===== src/pep2_consts.svh =====
`ifndef PEP2_CONSTS_SVH
`define PEP2_CONSTS_SVH
`define PEP2_IDX_EEE_CTRL 5'h11
`define PEP2_IDX_CHIP_ID 5'h12
`define PEP2_IDX_ENTROPY 5'h13
`define PEP2_IDX_EV_ENABLE 5'h1c
`define PEP2_IDX_EV_PENDING 5'h1d
`define PEP2_IDX_PAGE_SEL 5'h1f
`define PEP2_IDX_PAGED_LO 5'h10
`define PEP2_IDX_PAGED_HI 5'h1e
`define PEP2_PAGE_EXT2 16'h0002
`define PEP2_PAGE_MAIN 16'h0000
`define PEP2_CTRL_RST 16'h0000
`define PEP2_CTRL_RW_MASK 16'hfc3f
`define PEP2_B_TE10 15
`define PEP2_B_LED_UNI 14
`define PEP2_F_LED_INV_HI 13
`define PEP2_F_LED_INV_LO 10
`define PEP2_B_LINK 8
`define PEP2_B_EEE1000 7
`define PEP2_B_EEE100 6
`define PEP2_B_FORCE1000 5
`define PEP2_B_FORCE_LPI 4
`define PEP2_B_INH_TX100 3
`define PEP2_B_INH_RX100 2
`define PEP2_B_INH_TX1000 1
`define PEP2_B_INH_RX1000 0
`define PEP2_SPEED_1000 2'h2
`define PEP2_EV_RST 11'h000
`define PEP2_EV_W 11
`define PEP2_ENT_SEED 32'h1234_5679
`define PEP2_ENT_TAPS 32'h8020_0003
`endif


===== src/pep2_pkg.sv =====
package pep2_pkg;
    typedef enum logic [0:0] {
        PEP2_IDLE = 1'b0,
        PEP2_ACK = 1'b1
    } pep2_bus_st_t;
endpackage


===== src/pep2_ent_if.sv =====
`timescale 1ns/1ps
interface pep2_ent_if;
    logic [15:0] word;
    logic take;
    modport src (output word, input take);
    modport snk (input word, output take);
endinterface


===== src/pep2_entropy.sv =====
`timescale 1ns/1ps
`include "pep2_consts.svh"
module pep2_entropy (
    input wire logic i_clock,
    input wire logic i_reset,
    input wire logic i_stir,
    pep2_ent_if.src ent
);
    logic [31:0] lfsr_q;
    logic [31:0] lfsr_d;
    // free-running galois shift; the stir input folds in outside activity
    always_comb begin
        lfsr_d = {1'b0, lfsr_q[31:1]};
        if (lfsr_q[0]) begin
            lfsr_d = lfsr_d ^ `PEP2_ENT_TAPS;
        end
        lfsr_d[31] = lfsr_d[31] ^ i_stir;
        if (ent.take) begin
            lfsr_d = lfsr_d ^ {lfsr_q[15:0], lfsr_q[31:16]};
        end
        if (lfsr_d == 32'h0000_0000) begin
            lfsr_d = `PEP2_ENT_SEED;
        end
    end
    always_ff @(posedge i_clock) begin
        if (i_reset) begin
            lfsr_q <= `PEP2_ENT_SEED;
        end else begin
            lfsr_q <= lfsr_d;
        end
    end
    assign ent.word = lfsr_q[31:16] ^ lfsr_q[15:0];
    a_ent_moves: assert property (@(posedge i_clock) disable iff (i_reset)
        lfsr_q != 32'h0000_0000) else $error("entropy state stuck at zero");
endmodule


===== src/pep2_regs.sv =====
// Decided for this implementation: the Avalon-MM interface to the registers.
`timescale 1ns/1ps
`include "pep2_consts.svh"
module pep2_regs #(
    parameter logic P_INDUSTRIAL = 1'b0,
    parameter logic P_QUAD = 1'b1,
    parameter logic P_MACSEC = 1'b1,
    parameter logic P_DUAL_MEDIA = 1'b1,
    parameter logic P_KEY256 = 1'b1,
    // arbitrary variant code, not a real suffix
    parameter logic [7:0] P_VARIANT_BCD = 8'h00
) (
    input wire logic i_clock,
    input wire logic i_reset,
    input wire logic i_soft_reset,
    input wire logic [6:0] i_avs_address,
    input wire logic i_avs_read,
    input wire logic i_avs_write,
    input wire logic [31:0] i_avs_writedata,
    input wire logic [3:0] i_avs_byteenable,
    output logic [31:0] o_avs_readdata,
    output logic o_avs_waitrequest,
    input wire logic i_link_up,
    input wire logic i_eee_1000_active,
    input wire logic i_eee_100_active,
    input wire logic [1:0] i_speed_select,
    input wire logic i_mode_100,
    input wire logic i_mode_1000,
    input wire logic i_tx_lpi_from_mac,
    input wire logic i_rx_lpi_from_line,
    input wire logic i_fiber_unidir,
    input wire logic [15:0] i_indicator_raw,
    input wire logic [10:0] i_events,
    output logic [15:0] o_indicator_outputs,
    output logic o_te10_enable,
    output logic o_force_1000,
    output logic o_ignore_mac_data,
    output logic o_tx_lpi_line,
    output logic o_rx_lpi_mac,
    output logic o_irq
);
    pep2_pkg::pep2_bus_st_t state_q;
    logic [15:0] ctrl_q;
    logic [15:0] page_q;
    logic [10:0] enable_q;
    logic [10:0] pending_q;
    logic [10:0] pending_d;
    logic [10:0] read_snap_q;
    logic snap_valid_q;
    logic [31:0] rdata_q;
    logic wait_q;
    logic [4:0] idx;
    logic on_page2;
    logic paged;
    logic accept;
    logic wr_go;
    logic rd_go;
    logic [15:0] wdata;
    logic [15:0] chip_word;
    logic [15:0] ctrl_view;
    logic [15:0] rd_word;
    logic [3:0] inv;
    pep2_ent_if ent ();

    pep2_entropy u_entropy (
        .i_clock(i_clock),
        .i_reset(i_reset),
        .i_stir(i_link_up ^ i_rx_lpi_from_line),
        .ent(ent)
    );

    assign idx = i_avs_address[6:2];
    assign wdata = i_avs_writedata[15:0];
    assign on_page2 = (page_q == `PEP2_PAGE_EXT2);
    assign paged = (idx >= `PEP2_IDX_PAGED_LO) && (idx <= `PEP2_IDX_PAGED_HI);
    assign accept = (state_q == pep2_pkg::PEP2_IDLE) && (i_avs_read || i_avs_write);
    // the request is taken on the edge where waitrequest is seen low
    assign wr_go = (state_q == pep2_pkg::PEP2_ACK) && i_avs_write && (&i_avs_byteenable[1:0]);
    assign rd_go = (state_q == pep2_pkg::PEP2_ACK) && i_avs_read;
    assign ent.take = rd_go && on_page2 && (idx == `PEP2_IDX_ENTROPY);

    assign chip_word = {P_INDUSTRIAL, P_QUAD, 1'b0, P_MACSEC, 1'b0, P_DUAL_MEDIA,
        1'b0, P_KEY256, P_VARIANT_BCD};

    always_comb begin
        ctrl_view = ctrl_q & `PEP2_CTRL_RW_MASK;
        ctrl_view[`PEP2_B_LINK] = i_link_up;
        ctrl_view[`PEP2_B_EEE1000] = i_eee_1000_active;
        ctrl_view[`PEP2_B_EEE100] = i_eee_100_active;
    end

    // pages 16-30 answer only when page 2 is selected; main-set offsets read zero here
    always_comb begin
        rd_word = 16'h0000;
        if (idx == `PEP2_IDX_PAGE_SEL) begin
            rd_word = page_q;
        end else if (paged && on_page2 && idx == `PEP2_IDX_EEE_CTRL) begin
            rd_word = ctrl_view;
        end else if (paged && on_page2 && idx == `PEP2_IDX_CHIP_ID) begin
            rd_word = chip_word;
        end else if (paged && on_page2 && idx == `PEP2_IDX_ENTROPY) begin
            rd_word = ent.word;
        end else if (paged && on_page2 && idx == `PEP2_IDX_EV_ENABLE) begin
            rd_word = {5'h00, enable_q};
        end else if (paged && on_page2 && idx == `PEP2_IDX_EV_PENDING) begin
            rd_word = {5'h00, pending_q};
        end
    end

    // one wait state: sample in IDLE, answer in ACK
    always_ff @(posedge i_clock) begin
        if (i_reset) begin
            state_q <= pep2_pkg::PEP2_IDLE;
            wait_q <= 1'b1;
        end else if (accept) begin
            state_q <= pep2_pkg::PEP2_ACK;
            wait_q <= 1'b0;
        end else begin
            state_q <= pep2_pkg::PEP2_IDLE;
            wait_q <= 1'b1;
        end
    end

    always_ff @(posedge i_clock) begin
        if (i_reset) begin
            rdata_q <= 32'h0000_0000;
        end else if (accept && i_avs_read) begin
            rdata_q <= {16'h0000, rd_word};
        end
    end

    // only bits actually shown to software are cleared by the read
    always_ff @(posedge i_clock) begin
        if (i_reset) begin
            read_snap_q <= `PEP2_EV_RST;
            snap_valid_q <= 1'b0;
        end else if (accept && i_avs_read) begin
            read_snap_q <= rd_word[10:0];
            snap_valid_q <= paged && on_page2 && (idx == `PEP2_IDX_EV_PENDING);
        end else begin
            snap_valid_q <= 1'b0;
        end
    end

    always_ff @(posedge i_clock) begin
        if (i_reset) begin
            page_q <= `PEP2_PAGE_MAIN;
        end else if (i_soft_reset) begin
            page_q <= `PEP2_PAGE_MAIN;
        end else if (wr_go && idx == `PEP2_IDX_PAGE_SEL) begin
            page_q <= wdata;
        end
    end

    // sticky: soft port reset leaves these alone
    always_ff @(posedge i_clock) begin
        if (i_reset) begin
            ctrl_q <= `PEP2_CTRL_RST;
        end else if (wr_go && on_page2 && idx == `PEP2_IDX_EEE_CTRL) begin
            ctrl_q <= wdata & `PEP2_CTRL_RW_MASK;
        end
    end

    always_ff @(posedge i_clock) begin
        if (i_reset) begin
            enable_q <= `PEP2_EV_RST;
        end else if (wr_go && on_page2 && idx == `PEP2_IDX_EV_ENABLE) begin
            enable_q <= wdata[10:0];
        end
    end

    always_comb begin
        pending_d = pending_q;
        if (rd_go && snap_valid_q) begin
            pending_d = pending_d & ~read_snap_q;
        end
        if (i_soft_reset) begin
            pending_d = `PEP2_EV_RST;
        end
        pending_d = pending_d | i_events;
    end

    always_ff @(posedge i_clock) begin
        if (i_reset) begin
            pending_q <= `PEP2_EV_RST;
        end else begin
            pending_q <= pending_d;
        end
    end

    always_ff @(posedge i_clock) begin
        if (i_reset) begin
            o_irq <= 1'b0;
        end else begin
            o_irq <= |(pending_q & enable_q);
        end
    end

    assign inv = ctrl_q[`PEP2_F_LED_INV_HI:`PEP2_F_LED_INV_LO];

    // raw indicator is active high; pins idle high unless inverted
    always_ff @(posedge i_clock) begin
        if (i_reset) begin
            o_indicator_outputs <= 16'hffff;
        end else begin
            for (int g = 0; g < 4; g++) begin
                if (i_fiber_unidir && !ctrl_q[`PEP2_B_LED_UNI]) begin
                    o_indicator_outputs[g*4 +: 4] <= {4{~inv[g]}};
                end else begin
                    o_indicator_outputs[g*4 +: 4] <= ~i_indicator_raw[g*4 +: 4]
                        ^ {4{inv[g]}};
                end
            end
        end
    end

    always_ff @(posedge i_clock) begin
        if (i_reset) begin
            o_te10_enable <= 1'b0;
            o_force_1000 <= 1'b0;
            o_ignore_mac_data <= 1'b0;
        end else begin
            o_te10_enable <= ctrl_q[`PEP2_B_TE10];
            o_force_1000 <= ctrl_q[`PEP2_B_FORCE1000]
                && (i_speed_select == `PEP2_SPEED_1000);
            o_ignore_mac_data <= ctrl_q[`PEP2_B_FORCE_LPI];
        end
    end

    // debug inhibits, software keeps them clear in service
    always_ff @(posedge i_clock) begin
        if (i_reset) begin
            o_tx_lpi_line <= 1'b0;
            o_rx_lpi_mac <= 1'b0;
        end else begin
            o_tx_lpi_line <= ctrl_q[`PEP2_B_FORCE_LPI]
                || (i_tx_lpi_from_mac
                && !(i_mode_100 && ctrl_q[`PEP2_B_INH_TX100])
                && !(i_mode_1000 && ctrl_q[`PEP2_B_INH_TX1000]));
            o_rx_lpi_mac <= i_rx_lpi_from_line
                && !(i_mode_100 && ctrl_q[`PEP2_B_INH_RX100])
                && !(i_mode_1000 && ctrl_q[`PEP2_B_INH_RX1000]);
        end
    end

    assign o_avs_readdata = rdata_q;
    assign o_avs_waitrequest = wait_q;

    a_ctrl_hw_reset: assert property (@(posedge i_clock)
        i_reset |=> ctrl_q == 16'h0000 && enable_q == 11'h000)
        else $error("control or mask not cleared by reset");
    a_sticky_soft_reset: assert property (@(posedge i_clock) disable iff (i_reset)
        i_soft_reset && !wr_go |=> ctrl_q == $past(ctrl_q) && enable_q == $past(enable_q))
        else $error("sticky bit lost on soft reset");
    a_page_return: assert property (@(posedge i_clock) disable iff (i_reset || i_soft_reset)
        wr_go && idx == `PEP2_IDX_PAGE_SEL && wdata == `PEP2_PAGE_MAIN |=> !on_page2)
        else $error("page not restored to main");
    a_pend_set_wins: assert property (@(posedge i_clock) disable iff (i_reset)
        i_events[4] |=> pending_q[4])
        else $error("event lost");
    a_irq_follows: assert property (@(posedge i_clock) disable iff (i_reset)
        |(pending_q & enable_q) |=> o_irq)
        else $error("interrupt not raised");
    a_read_clears: assert property (@(posedge i_clock) disable iff (i_reset || i_soft_reset)
        rd_go && snap_valid_q && i_events == 11'h000 |=> (pending_q & $past(read_snap_q)) == 0)
        else $error("status read did not clear");
    a_force_speed: assert property (@(posedge i_clock) disable iff (i_reset)
        o_force_1000 |-> $past(ctrl_q[5]) && $past(i_speed_select) == 2'b10)
        else $error("forced gigabit without speed select");
    a_tx_inhibit: assert property (@(posedge i_clock) disable iff (i_reset)
        ctrl_q[1] && i_mode_1000 && !ctrl_q[4] ##1 ctrl_q[1] |-> !o_tx_lpi_line)
        else $error("lpi sent while inhibited");
    a_rx_inhibit: assert property (@(posedge i_clock) disable iff (i_reset)
        ctrl_q[2] && i_mode_100 |=> !o_rx_lpi_mac)
        else $error("lpi passed while inhibited");
    a_bus_answer: assert property (@(posedge i_clock) disable iff (i_reset)
        accept |=> !o_avs_waitrequest ##1 o_avs_waitrequest)
        else $error("bus answer not one wait state");
    a_led_default: assert property (@(posedge i_clock) disable iff (i_reset)
        inv == 4'h0 && !i_fiber_unidir && i_indicator_raw[0] ##1 inv == 4'h0
        |-> !o_indicator_outputs[0])
        else $error("indicator not active low");
endmodule


===== config.mk =====
export PLATFORM = sky130hd
export DESIGN_NAME = pep2_regs
export DESIGN_NICKNAME = d
export VERILOG_FILES = /design/src/pep2_pkg.sv /design/src/pep2_ent_if.sv /design/src/pep2_entropy.sv /design/src/pep2_regs.sv
export VERILOG_INCLUDE_DIRS = /design/src
export SDC_FILE = /design/constraint.sdc
export NUM_CORES = 1
export LEC_CHECK = 0
export BUFFER_PORTS_ARGS = -buffer_cell sky130_fd_sc_hd__clkbuf_2
export CORE_AREA = 2 2 107 109
export CTS_CLUSTER_DIAMETER = 80
export DETAILED_ROUTE_END_ITERATION = 7
export DIE_AREA = 0 0 109 111
export HOLD_SLACK_MARGIN = 0.1
export PLACE_DENSITY = 0.84
export SYNTH_ARGS = -nofsm -noshare
export SYNTH_HDL_FRONTEND = slang
export SYNTH_SLANG_ARGS = --single-unit

===== constraint.sdc =====
create_clock -name i_clock -period 3.9 [get_ports i_clock]
set_input_delay 0.78 -clock i_clock [delete_from_list [all_inputs] [get_ports i_clock]]
set_output_delay 0.78 -clock i_clock [all_outputs]
set_load 0.05 [all_outputs]

Word level (Yosys, flattened, before mapping)

Cells that the tools add are included.

Register bits: 134
Latch bits: 0
RAM bits: 0
Bits in read-only memories: 0
Input bits: 85
Output and inout bits: 55
Logic and storage cells: 108
Memories: 0

Add/subtract/negate cells: 0
Multipliers: 0
Div/mod/pow operators: 0
Order comparisons: 2
Eq/ne operators: 8
Shift-type cells: 0
Mux-type cells: 16
Bitwise operators: 23
Reductions and logical operators: 42

Operator list:

| cell                                                      | count |
|---|---|
| 2-to-1 mux 16 bit                                         | 4 |
| 2-to-1 mux 32 bit                                         | 2 |
| 2-to-1 mux 11 bit                                         | 4 |
| zero test 32 bit                                          | 1 |
| XOR 32 bit                                                | 1 |
| equality test 5 bit (second input constant)               | 6 |
| logical AND 1 bit                                         | 29 |
| bitwise AND 11 bit                                        | 2 |
| equality test 16 x 2 -> 1 bit (second input constant)     | 1 |
| 2-to-1 mux 4 bit                                          | 4 |
| inverter 4 bit                                            | 4 |
| XOR 16 bit                                                | 1 |
| XOR 4 bit                                                 | 4 |
| inverter 11 bit                                           | 1 |
| OR 11 bit                                                 | 1 |
| OR reduction 11 bit                                       | 1 |
| inverter 1 bit                                            | 6 |
| OR reduction 2 bit                                        | 3 |
| greater-or-equal comparator 5 bit (second input constant) | 1 |
| <= comparator 5 bit (second input constant)               | 1 |
| zero test 1 bit                                           | 5 |
| inverter 3 -> 4 bit                                       | 1 |
| equality test 2 bit (second input constant)               | 1 |
| logical OR 1 bit                                          | 2 |
| 3 further kinds                                           | 5 |

Depth between registers and ports, before layout

Gate-level depths: netlist (run 1).

Depth in word-level cells: 10
Depth in mapped cells: 10

Modules after synthesis

Synthesis (run 1) repeated with hierarchy kept, for this count alone.

Cell total of the unflattened synthesis: 801
Area, all modules: 6776.5 µm²

Modules (own cells, without submodules):

| module       | instances | cells each | area an instance (µm²) |
|---|---|---|---|
| pep2_regs    | 1         | 487        | 4296.6 |
| pep2_entropy | 1         | 314        | 2479.9 |

Worst setup path after synthesis (run 1)

Ideal clock, no wire load.

Kind: in2reg
From: in i_avs_address[4]
To: reg u_entropy.lfsr_q[3]
Library setup time: 0.115 ns
Arrival time: 2.690 ns
Path slack: 1.094 ns
Stages on the path: 9
Buffers on the path: 2
Path through: or2_2 or4_1 buf_2 o31ai_1 o21ai_0 and4_1 a31oi_2 buf_4 nand2_1

Word-level cells in the longest chain between the ends: 5

RTL lines:

| item                                     | RTL line           | text |
|---|---|---|
| start: declaration                       | pep2_regs.sv:16    | `input wire logic [6:0] i_avs_address,` |
| equality test 5 bit (no source line) (*) | --                 |  |
| logical AND 1 bit (*)                    | pep2_regs.sv:80    | `` assign ent.take = rd_go && on_page2 && (idx == `PEP2_IDX_ENTROPY); `` |
| 2-to-1 mux 32 bit (*)                    | pep2_entropy.sv:18 | `if (ent.take) begin` |
| zero test 32 bit                         | pep2_entropy.sv:21 | `if (lfsr_d == 32'h0000_0000) begin` |
| OR reduction 2 bit (no source line)      | --                 |  |
| end signal: assignment                   | pep2_entropy.sv:27 | `` lfsr_q <= `PEP2_ENT_SEED; `` |
| end signal: assignment                   | pep2_entropy.sv:29 | `lfsr_q <= lfsr_d;` |
| end: declaration                         | pep2_entropy.sv:9  | `logic [31:0] lfsr_q;` |

Every way passes the cells marked *; elsewhere a longest branch is shown, timed or not.
A chain may end at the register's enable or synchronous reset.

Worst setup path after layout (run 1)

From: reg page_q[15]
To: reg read_snap_q[3]

Word-level cells in the longest chain between the ends: 9

RTL lines:

| item                                               | RTL line         | text |
|---|---|---|
| start: declaration                                 | pep2_regs.sv:44  | `logic [15:0] page_q;` |
| start signal: assignment                           | pep2_regs.sv:147 | `` page_q <= `PEP2_PAGE_MAIN; `` |
| start signal: assignment                           | pep2_regs.sv:149 | `` page_q <= `PEP2_PAGE_MAIN; `` |
| start signal: assignment                           | pep2_regs.sv:151 | `page_q <= wdata;` |
| equality test 16 x 2 -> 1 bit (no source line) (*) | --               |  |
| logical AND 1 bit (*)                              | --               |  |
| logical AND 1 bit                                  | --               |  |
| 2-to-1 mux 11 bit                                  | pep2_regs.sv:105 | `` end else if (paged && on_page2 && idx == `PEP2_IDX_EV_PENDING) begin `` |
| 2-to-1 mux 11 bit                                  | pep2_regs.sv:103 | `` end else if (paged && on_page2 && idx == `PEP2_IDX_EV_ENABLE) begin `` |
| 2-to-1 mux 16 bit                                  | pep2_regs.sv:101 | `` end else if (paged && on_page2 && idx == `PEP2_IDX_ENTROPY) begin `` |
| 2-to-1 mux 16 bit                                  | pep2_regs.sv:99  | `` end else if (paged && on_page2 && idx == `PEP2_IDX_CHIP_ID) begin `` |
| 2-to-1 mux 16 bit (*)                              | pep2_regs.sv:97  | `` end else if (paged && on_page2 && idx == `PEP2_IDX_EEE_CTRL) begin `` |
| 2-to-1 mux 16 bit (*)                              | pep2_regs.sv:95  | `` if (idx == `PEP2_IDX_PAGE_SEL) begin `` |
| end signal: assignment                             | pep2_regs.sv:135 | `` read_snap_q <= `PEP2_EV_RST; `` |
| end signal: assignment                             | pep2_regs.sv:138 | `read_snap_q <= rd_word[10:0];` |
| end: declaration                                   | pep2_regs.sv:48  | `logic [10:0] read_snap_q;` |

Marks and branches as above.

==> impl_metrics.json, run 1 <==
{
  "crit_path_start": "page_q[15]",
  "layout.filler_cells": 885,
  "postCtsSetupRepairBufs": 0,
  "slowest_stage": "or4b_1",
  "dieArea_um2": 12100,
  "rows": 39,
  "cp-end-kind": "flip-flop",
  "hold_ws_ps": 477.3,
  "mostFrequentLayoutCells": "dfxtp_1 (123), nand2_1 (118), clkbuf_2 (103)",
  "drt_wl_total_um": 16290,
  "grt_overflow": 0,
  "clock_sinks": 123,
  "rsz0062_at_grt": "no",
  "status": "complete, no violations",
  "reg2reg_from": "page_q[15]",
  "relSlewSlack": 0.5109,
  "final_layout_size_suffix_gt1_frac": 0.1933,
  "finalInstanceArea_um2": 7316,
  "max_freq_mhz": 301.9,
  "gp_congestion": 0.8921,
  "ios": 140,
  "grt_max_degree": 43,
  "dp_hpwl_um": 11250,
  "wl_per_cell_um": 16.69,
  "htree_levels": 4,
  "ys.flop_type": "dfxtp_1",
  "setup_violations": 0,
  "ant_nets": 0,
  "slowest_delay_ps": 580,
  "async_flop_share": 0,
  "clkTransAtPathRegs_ps": 60,
  "min_path_type": "reg -> reg",
  "tightest_slew_ps": 733.7,
  "cts-root-buf": "clkbuf_16",
  "cts_made_buffers": 17,
  "cts_hold_buf": 0,
  "drc": 0,
  "placed_cells": 944,
  "vias_per_cell": 5.748,
  "grt_pass1_vias": 5332,
  "initial_core_util": 0.5700,
  "core_area_um2": 11080,
  "start_kind": "flip-flop",
  "ys_seq_area_frac": 0.3900,
  "arrival_ps": 3620,
  "cellLeakagePower_nw": 2.824,
  "synth_seq_cells": 123,
  "peakVddDrop_mv": 0.3804,
  "netlist_instances": 762,
  "critPathRequiredTime_ps": 4210,
  "cellPowerDensity_nw_per_um2": 463.0,
  "nets": 905,
  "syn_area_um2": 6314,
  "area_growth_pct": 15.87,
  "crit_chain": "or4b_1 > or3b_1 > nor3_1 > and2_1 > a221o_1 > a221oi_1 > o31ai_1",
  "grt_use_total": 0.2797,
  "drtIter0Drc": 499,
  "fin_worst_skew_ps": 7.507,
  "antennaDiodeCount": 0,
  "hold_violations": 0,
  "tns_ps": 0,
  "maxCapViolations": 0,
  "dpl_cell_area_um2": 6708,
  "period_minus_slack_ps": 3313,
  "die_w_um": 109,
  "ys_types": 60,
  "synth-edff-count": 0,
  "final_cells": 976,
  "min_from": "page_q[0]",
  "antenna_found_initial": 0,
  "fin_crit_sh": 0.8495,
  "yosysWarnings": 0,
  "die_h_um": 111,
  "mostFrequentLayoutCell": "dfxtp_1",
  "syn_area_per_cell_um2": 8.286,
  "via_count": 5610,
  "worstSetupPathType": "reg -> reg",
  "portBuffers": 103,
  "slew_viol_final": 0,
  "cts_tree": "built",
  "grt_pass1_wl_um": 26450,
  "crit_fanout": 12,
  "clock_latency_ps": 420,
  "cts-resized-gates": 0,
  "first_pass_iters": 5,
  "clk_path_buf_depth": 2
}
[critical path: cells and delay by family, from the launching register on]
kind | cells | cell delay [ps]
flops | 1 | 330
compound gates | 3 | 660
simple gates | 4 | 2190
[cell type report]
cell class	instances	area, um2	area share
clock buffers	18	439.2	0.06003
clock inverters	14	168.9	0.02309
inverters	4	15.01	0.002052
multi-input cells	559	3446	0.4710
flip-flops and latches	123	2462	0.3366
well taps	143	178.9	0.02446
repair buffers	115	605.6	0.08278
[registers in the layout (all words and copies together) (netlist names), 6 cells and up]
| register | count |
|---|---|
| pending_q | 11 |
| enable_q | 11 |
| o_avs_readdata | 6 |
| o_indicator_outputs | 16 |
| page_q | 16 |
| u_entropy.lfsr_q | 32 |
| read_snap_q | 10 |
| ctrl_q | 12 |
[synthesized netlist by cell type (6+ instances only)]
library cell | count | area share
nand4_1 | 6 | 0.0059
nand3b_1 | 8 | 0.0095
o21ai_0 | 15 | 0.012
nand2_1 | 118 | 0.070
mux2i_1 | 24 | 0.038
nor3_1 | 15 | 0.012
xor2_1 | 46 | 0.064
a221oi_1 | 14 | 0.019
clkbuf_1 | 62 | 0.037
nor2_1 | 89 | 0.053
o31ai_1 | 18 | 0.021
a21oi_1 | 26 | 0.021
nor4_1 | 7 | 0.0069
buf_4 | 19 | 0.023
xnor2_1 | 39 | 0.054
a221o_1 | 14 | 0.022
nand2b_1 | 23 | 0.023
a31oi_1 | 19 | 0.019
dfxtp_1 | 123 | 0.39
[routing by layer]
metal	part of all wire	track usage	up-vias
li1	-	-	2684
met1	0.43	0.3642	2641
met2	0.47	0.4414	249
met3	0.077	0.06584	36
met4	0.025	0.1154	0
met5	0	0	-
[cells by family after synthesis]
kind of cell,synth area share
AOI/OAI and AO/OA,0.1492
xor gates and xnor gates,0.1217
buffers and inverters,0.07313
DFF,0.3900
muxes,0.03805
other,0.0005940
and+or+nand+nor,0.2273
[power breakdown]
| part | total (mW) | switching (mW) | internal, mW | leakage (nW) |
|---|---|---|---|---|
| clock | 1.60 | 0.580 | 1.02 | 0.285 |
| combinational | 0.394 | 0.244 | 0.150 | 1.53 |
| sequential | 1.39 | 0.0880 | 1.30 | 1.01 |
| total | 3.39 | 0.912 | 2.48 | 2.82 |
[path summary, 6_finish.rpt]
check                        end  slack, ps  cells after the start
setup / recovery  read_snap_q[3]        590                      7
hold / removal         page_q[0]        480                      2
setup reg to reg  read_snap_q[3]        590                      7
hold reg to reg        page_q[0]        480                      2
[stage by stage]
stage	util	setup WS, ps	total power, mW
after floorplan	-	1094	1.706
after global placement	0.6056	751.3	1.794
after detailed placement	0.6056	696.2	1.805
after CTS	0.6605	622.7	3.397
after global routing	0.6605	367.5	3.505
final	0.6605	587.1	3.387
Power figures use the tool's default switching activity.
==> inputs of run 2 (changes only) <==
- CORE_AREA: 2 2 107 109 -> 2 2 111 113
- DIE_AREA: 0 0 109 111 -> 0 0 113 115
- PLACE_DENSITY: 0.84 -> 0.79
- clock period: 3.9 -> 3.4 ns (I/O delays scaled with it)
==> impl_metrics.json, run 2 (synthesized netlist as in run 1, its figures left out) <==
{
  "status": "finished, violations left",
  "violations": "design-rule violations",
  "core_area_um2": 11810,
  "min_path_type": "in -> reg",
  "maxCapViolations": 0,
  "start_kind": "flip-flop",
  "die_h_um": 115,
  "placed_cells": 953,
  "cts-root-buf": "clkbuf_16",
  "cts_tree": "built",
  "vias_per_cell": 5.582,
  "clk_path_buf_depth": 2,
  "mostFrequentLayoutCell": "dfxtp_1",
  "postCtsSetupRepairBufs": 0,
  "slowest_stage": "and2_1",
  "nets": 910,
  "arrival_ps": 3330,
  "final_layout_size_suffix_gt1_frac": 0.1947,
  "layout.filler_cells": 1026,
  "rows": 40,
  "via_count": 5493,
  "cp-end-kind": "flip-flop",
  "cellLeakagePower_nw": 2.865,
  "ios": 140,
  "final_cells": 984,
  "slowest_delay_ps": 500,
  "antennaDiodeCount": 0,
  "drtIter0Drc": 483,
  "cellPowerDensity_nw_per_um2": 523.6,
  "cts_hold_buf": 0,
  "crit_chain": "nor4_1 > nand2_1 > buf_4 > nor3_1 > and2_1 > a221o_1 > a221oi_1 > o31ai_1",
  "grt_pass1_vias": 4951,
  "wl_per_cell_um": 16.44,
  "gp_congestion": 0.8935,
  "regMostFlops": "u_entropy.lfsr_q",
  "setup_violations": 0,
  "grt_pass1_wl_um": 25680,
  "slew_viol_final": 0,
  "clock_latency_ps": 420,
  "first_pass_iters": 7,
  "drt_wl_total_um": 16180,
  "largest_reg_flops": 32,
  "cts-resized-gates": 0,
  "rsz0062_at_grt": "no",
  "grt_max_degree": 44,
  "relSlewSlack": 0.5218,
  "tns_ps": 0,
  "area_growth_pct": 16.41,
  "peakVddDrop_mv": 0.2995,
  "mostFrequentLayoutCells": "dfxtp_1 (123), nand2_1 (118), clkbuf_2 (103)",
  "crit_fanout": 13,
  "clkTransAtPathRegs_ps": 50,
  "max_freq_mhz": 333.4,
  "htree_levels": 4,
  "tightest_slew_ps": 717.3,
  "ant_nets": 0,
  "grt_use_total": 0.2521,
  "drc": 12,
  "fin_crit_sh": 0.8822,
  "cts_made_buffers": 17,
  "initial_core_util": 0.5345,
  "die_w_um": 113,
  "dp_hpwl_um": 11210,
  "antenna_found_initial": 1,
  "p_total_mw": 3.848,
  "grt_overflow": 0,
  "period_minus_slack_ps": 2999,
  "critPathRequiredTime_ps": 3730,
  "dieArea_um2": 13000,
  "clock_sinks": 123,
  "top_regs": "u_entropy.lfsr_q x32, o_indicator_outputs x16, page_q x16",
  "worstSetupPathType": "reg -> reg",
  "hold_violations": 0,
  "portBuffers": 103,
  "fin_worst_skew_ps": 10.90
}
## run 2: path summary, 6_finish.rpt
| path | end | slack [ps] | cells after the start | start |
|---|---|---|---|---|
| worst max-delay path | read_snap_q[3] | 400 | 8 | page_q[3] |
| worst min-delay path | o_force_1000 | 430 | 2 | i_speed_select[0] |
| worst max register to register | read_snap_q[3] | 400 | 8 | page_q[3] |
| worst min register to register | page_q[0] | 470 | 2 | page_q[0] |
## run 2: through the flow
step	utilization	setup WS [ps]	hold WS, ps	cell area [um2]
floorplan	-	694.2	443.3	6370
global placement	0.5715	406.2	459.5	6750
detailed placement	0.5715	407.1	461.2	6750
CTS	0.6222	432.9	405.8	7350
global route	0.6222	245.0	413.0	7350
finish	0.6222	400.6	425.4	7350
## run 2: area by class of cell
| class | count | area [um2] | share of cell area |
|---|---|---|---|
| Multi-Input combinational cell | 559 | 3446 | 0.4688 |
| Sequential cell | 123 | 2462 | 0.3350 |
| Timing Repair Buffer | 120 | 643.1 | 0.08750 |
| Clock buffer | 25 | 515.5 | 0.07014 |
| Tap cell | 147 | 183.9 | 0.02503 |
| Clock inverter | 6 | 83.83 | 0.01141 |
| Inverter | 4 | 15.01 | 0.002043 |
## run 2: routing by layer
| layer | global-route usage | share of wire |
|---|---|---|
| met5 | 0 | 0 |
| met4 | 0.08374 | 0.016 |
| met3 | 0.07222 | 0.074 |
| met2 | 0.4120 | 0.48 |
| met1 | 0.3230 | 0.43 |
## run 2: critical path, delay by kind of cell (launching register included)
family,cells,cell delay (ps)
flip-flops,1,350
AO/OA/AOI/OAI,3,570
AND/OR/NAND/NOR,4,1690
buffers and inverters,1,290
## run 2: power breakdown
group,total [mW],switching (mW),internal (mW)
combinational,0.449,0.276,0.173
clock,1.80,0.615,1.19
sequential,1.60,0.0989,1.50
==> inputs of run 3 (changes only) <==
- CORE_AREA: 2 2 111 113 -> 2 2 107 109
- DIE_AREA: 0 0 113 115 -> 0 0 109 111
- PLACE_DENSITY: 0.79 -> 0.84
- clock period: 3.4 -> 3.55 ns (I/O delays scaled with it)
==> impl_metrics.json, run 3 (synthesized netlist as in run 1, its figures left out) <==
{
  "grt_use_total": 0.2865,
  "top_regs": "u_entropy.lfsr_q x32, o_indicator_outputs x16, page_q x16",
  "clock_sinks": 123,
  "clkTransAtPathRegs_ps": 50,
  "crit_fanout": 12,
  "cts-resized-gates": 0,
  "initial_core_util": 0.5700,
  "slowest_delay_ps": 590,
  "cts_made_buffers": 17,
  "nets": 909,
  "area_growth_pct": 15.64,
  "status": "complete, no violations",
  "tightest_slew_ps": 842.0,
  "fin_worst_skew_ps": 8.370,
  "cts_tree": "built",
  "drtIter0Drc": 588,
  "antenna_found_initial": 0,
  "postCtsSetupRepairBufs": 0,
  "regMostFlops": "u_entropy.lfsr_q",
  "dieArea_um2": 12100,
  "max_freq_mhz": 323.0,
  "mostFrequentLayoutCells": "dfxtp_1 (123), nand2_1 (118), clkbuf_2 (103)",
  "die_w_um": 109,
  "htree_levels": 4,
  "grt_pass1_wl_um": 27030,
  "start_kind": "flip-flop",
  "period_minus_slack_ps": 3096,
  "slew_viol_final": 0,
  "drt_wl_total_um": 16250,
  "cts_hold_buf": 0,
  "relSlewSlack": 0.4387,
  "clk_path_buf_depth": 2,
  "hold_violations": 0,
  "dp_hpwl_um": 11260,
  "pwr-share-seq": 0.425,
  "maxCapViolations": 0,
  "p_sw_mw": 0.9392,
  "antennaDiodeCount": 0,
  "drc": 0,
  "vias_per_cell": 5.796,
  "grt_pass1_vias": 5398,
  "mostFrequentLayoutCell": "dfxtp_1",
  "critPathRequiredTime_ps": 3850,
  "rows": 39,
  "arrival_ps": 3400,
  "via_count": 5674,
  "p_total_mw": 3.602,
  "cellPowerDensity_nw_per_um2": 493.3,
  "core_area_um2": 11080,
  "slowest_stage": "nor4_1",
  "first_pass_iters": 5,
  "combPwrFrac": 0.120,
  "cp-end-kind": "flip-flop",
  "grt_max_degree": 46,
  "rsz0062_at_grt": "no",
  "min_path_type": "in -> reg",
  "clock_latency_ps": 420,
  "ios": 140,
  "final_layout_size_suffix_gt1_frac": 0.1902,
  "cts-root-buf": "clkbuf_16",
  "fin_crit_sh": 0.8722,
  "cellLeakagePower_nw": 2.835,
  "pwr-share-clk": 0.455,
  "p_int_mw": 2.663,
  "setup_violations": 0,
  "gp_congestion": 0.9029,
  "wl_per_cell_um": 16.60,
  "grt_overflow": 0,
  "portBuffers": 103,
  "largest_reg_flops": 32,
  "worstSetupPathType": "reg -> reg",
  "p_sw_frac": 0.2608,
  "die_h_um": 111,
  "tns_ps": 0,
  "peakVddDrop_mv": 0.4007,
  "crit_chain": "nor4_1 > or3b_1 > nor3_1 > buf_4 > and2_1 > a221o_1 > a221oi_1 > o31ai_1",
  "ant_nets": 0
}
==> run 3: final cells by class <==
cell class                      count  area [um2]
Fill cell                         895        3776
Clock buffer                       24       471.7
Sequential cell                   123        2462
Timing Repair Buffer              119       635.6
Clock inverter                      7       91.34
Inverter                            4       15.01
Tap cell                          143       178.9
Multi-Input combinational cell    559        3446
==> run 3: worst max-delay path: cells and delay by family, from the launching register on <==
family	cells	cell delay [ps]
buffers and inverters	1	180
AOI/OAI and AO/OA	3	670
and+or+nand+nor	4	1820
DFF	1	320
==> run 3: routing by layer <==
metal,global-route usage,vias up,part of all wire
li1,-,2691,-
met1,0.3649,2643,0.41
met2,0.4658,301,0.48
met3,0.06643,39,0.088
met4,0.1094,0,0.022
met5,0,-,0
==> run 3: final timing paths <==
kind                                        start              to  slack [ps]  cells past startpoint
worst min register to register          page_q[0]       page_q[0]         470                      2
worst max-delay path                    page_q[9]  read_snap_q[7]         450                      8
worst max register to register          page_q[9]  read_snap_q[7]         450                      8
worst min-delay path            i_speed_select[0]    o_force_1000         470                      2
==> run 3: stage by stage <==
step / setup slack [ps] / hold WS (ps) / std cells / instance area [um2] / utilization
4_1_cts: 523.0 / 450.0 / 979 / 7301 / 0.6591
2_1_floorplan: 814.2 / 443.3 / 777 / 6370 / -
6_report: 453.7 / 465.9 / 979 / 7301 / 0.6591
3_5_place_dp: 489.4 / 463.2 / 948 / 6738 / 0.6083
5_1_grt: 272.6 / 457.4 / 979 / 7301 / 0.6591
3_3_place_gp: 499.0 / 453.8 / 948 / 6738 / 0.6083
==> run 3: power groups by stage <==
stage,logic [mW],registers (mW),clock network (mW)
final,0.432,1.53,1.64
after global routing,0.471,1.54,1.73
after floorplan,0.339,1.54,0
after CTS,0.430,1.53,1.66
after global placement,0.419,1.55,0
after detailed placement,0.425,1.56,0
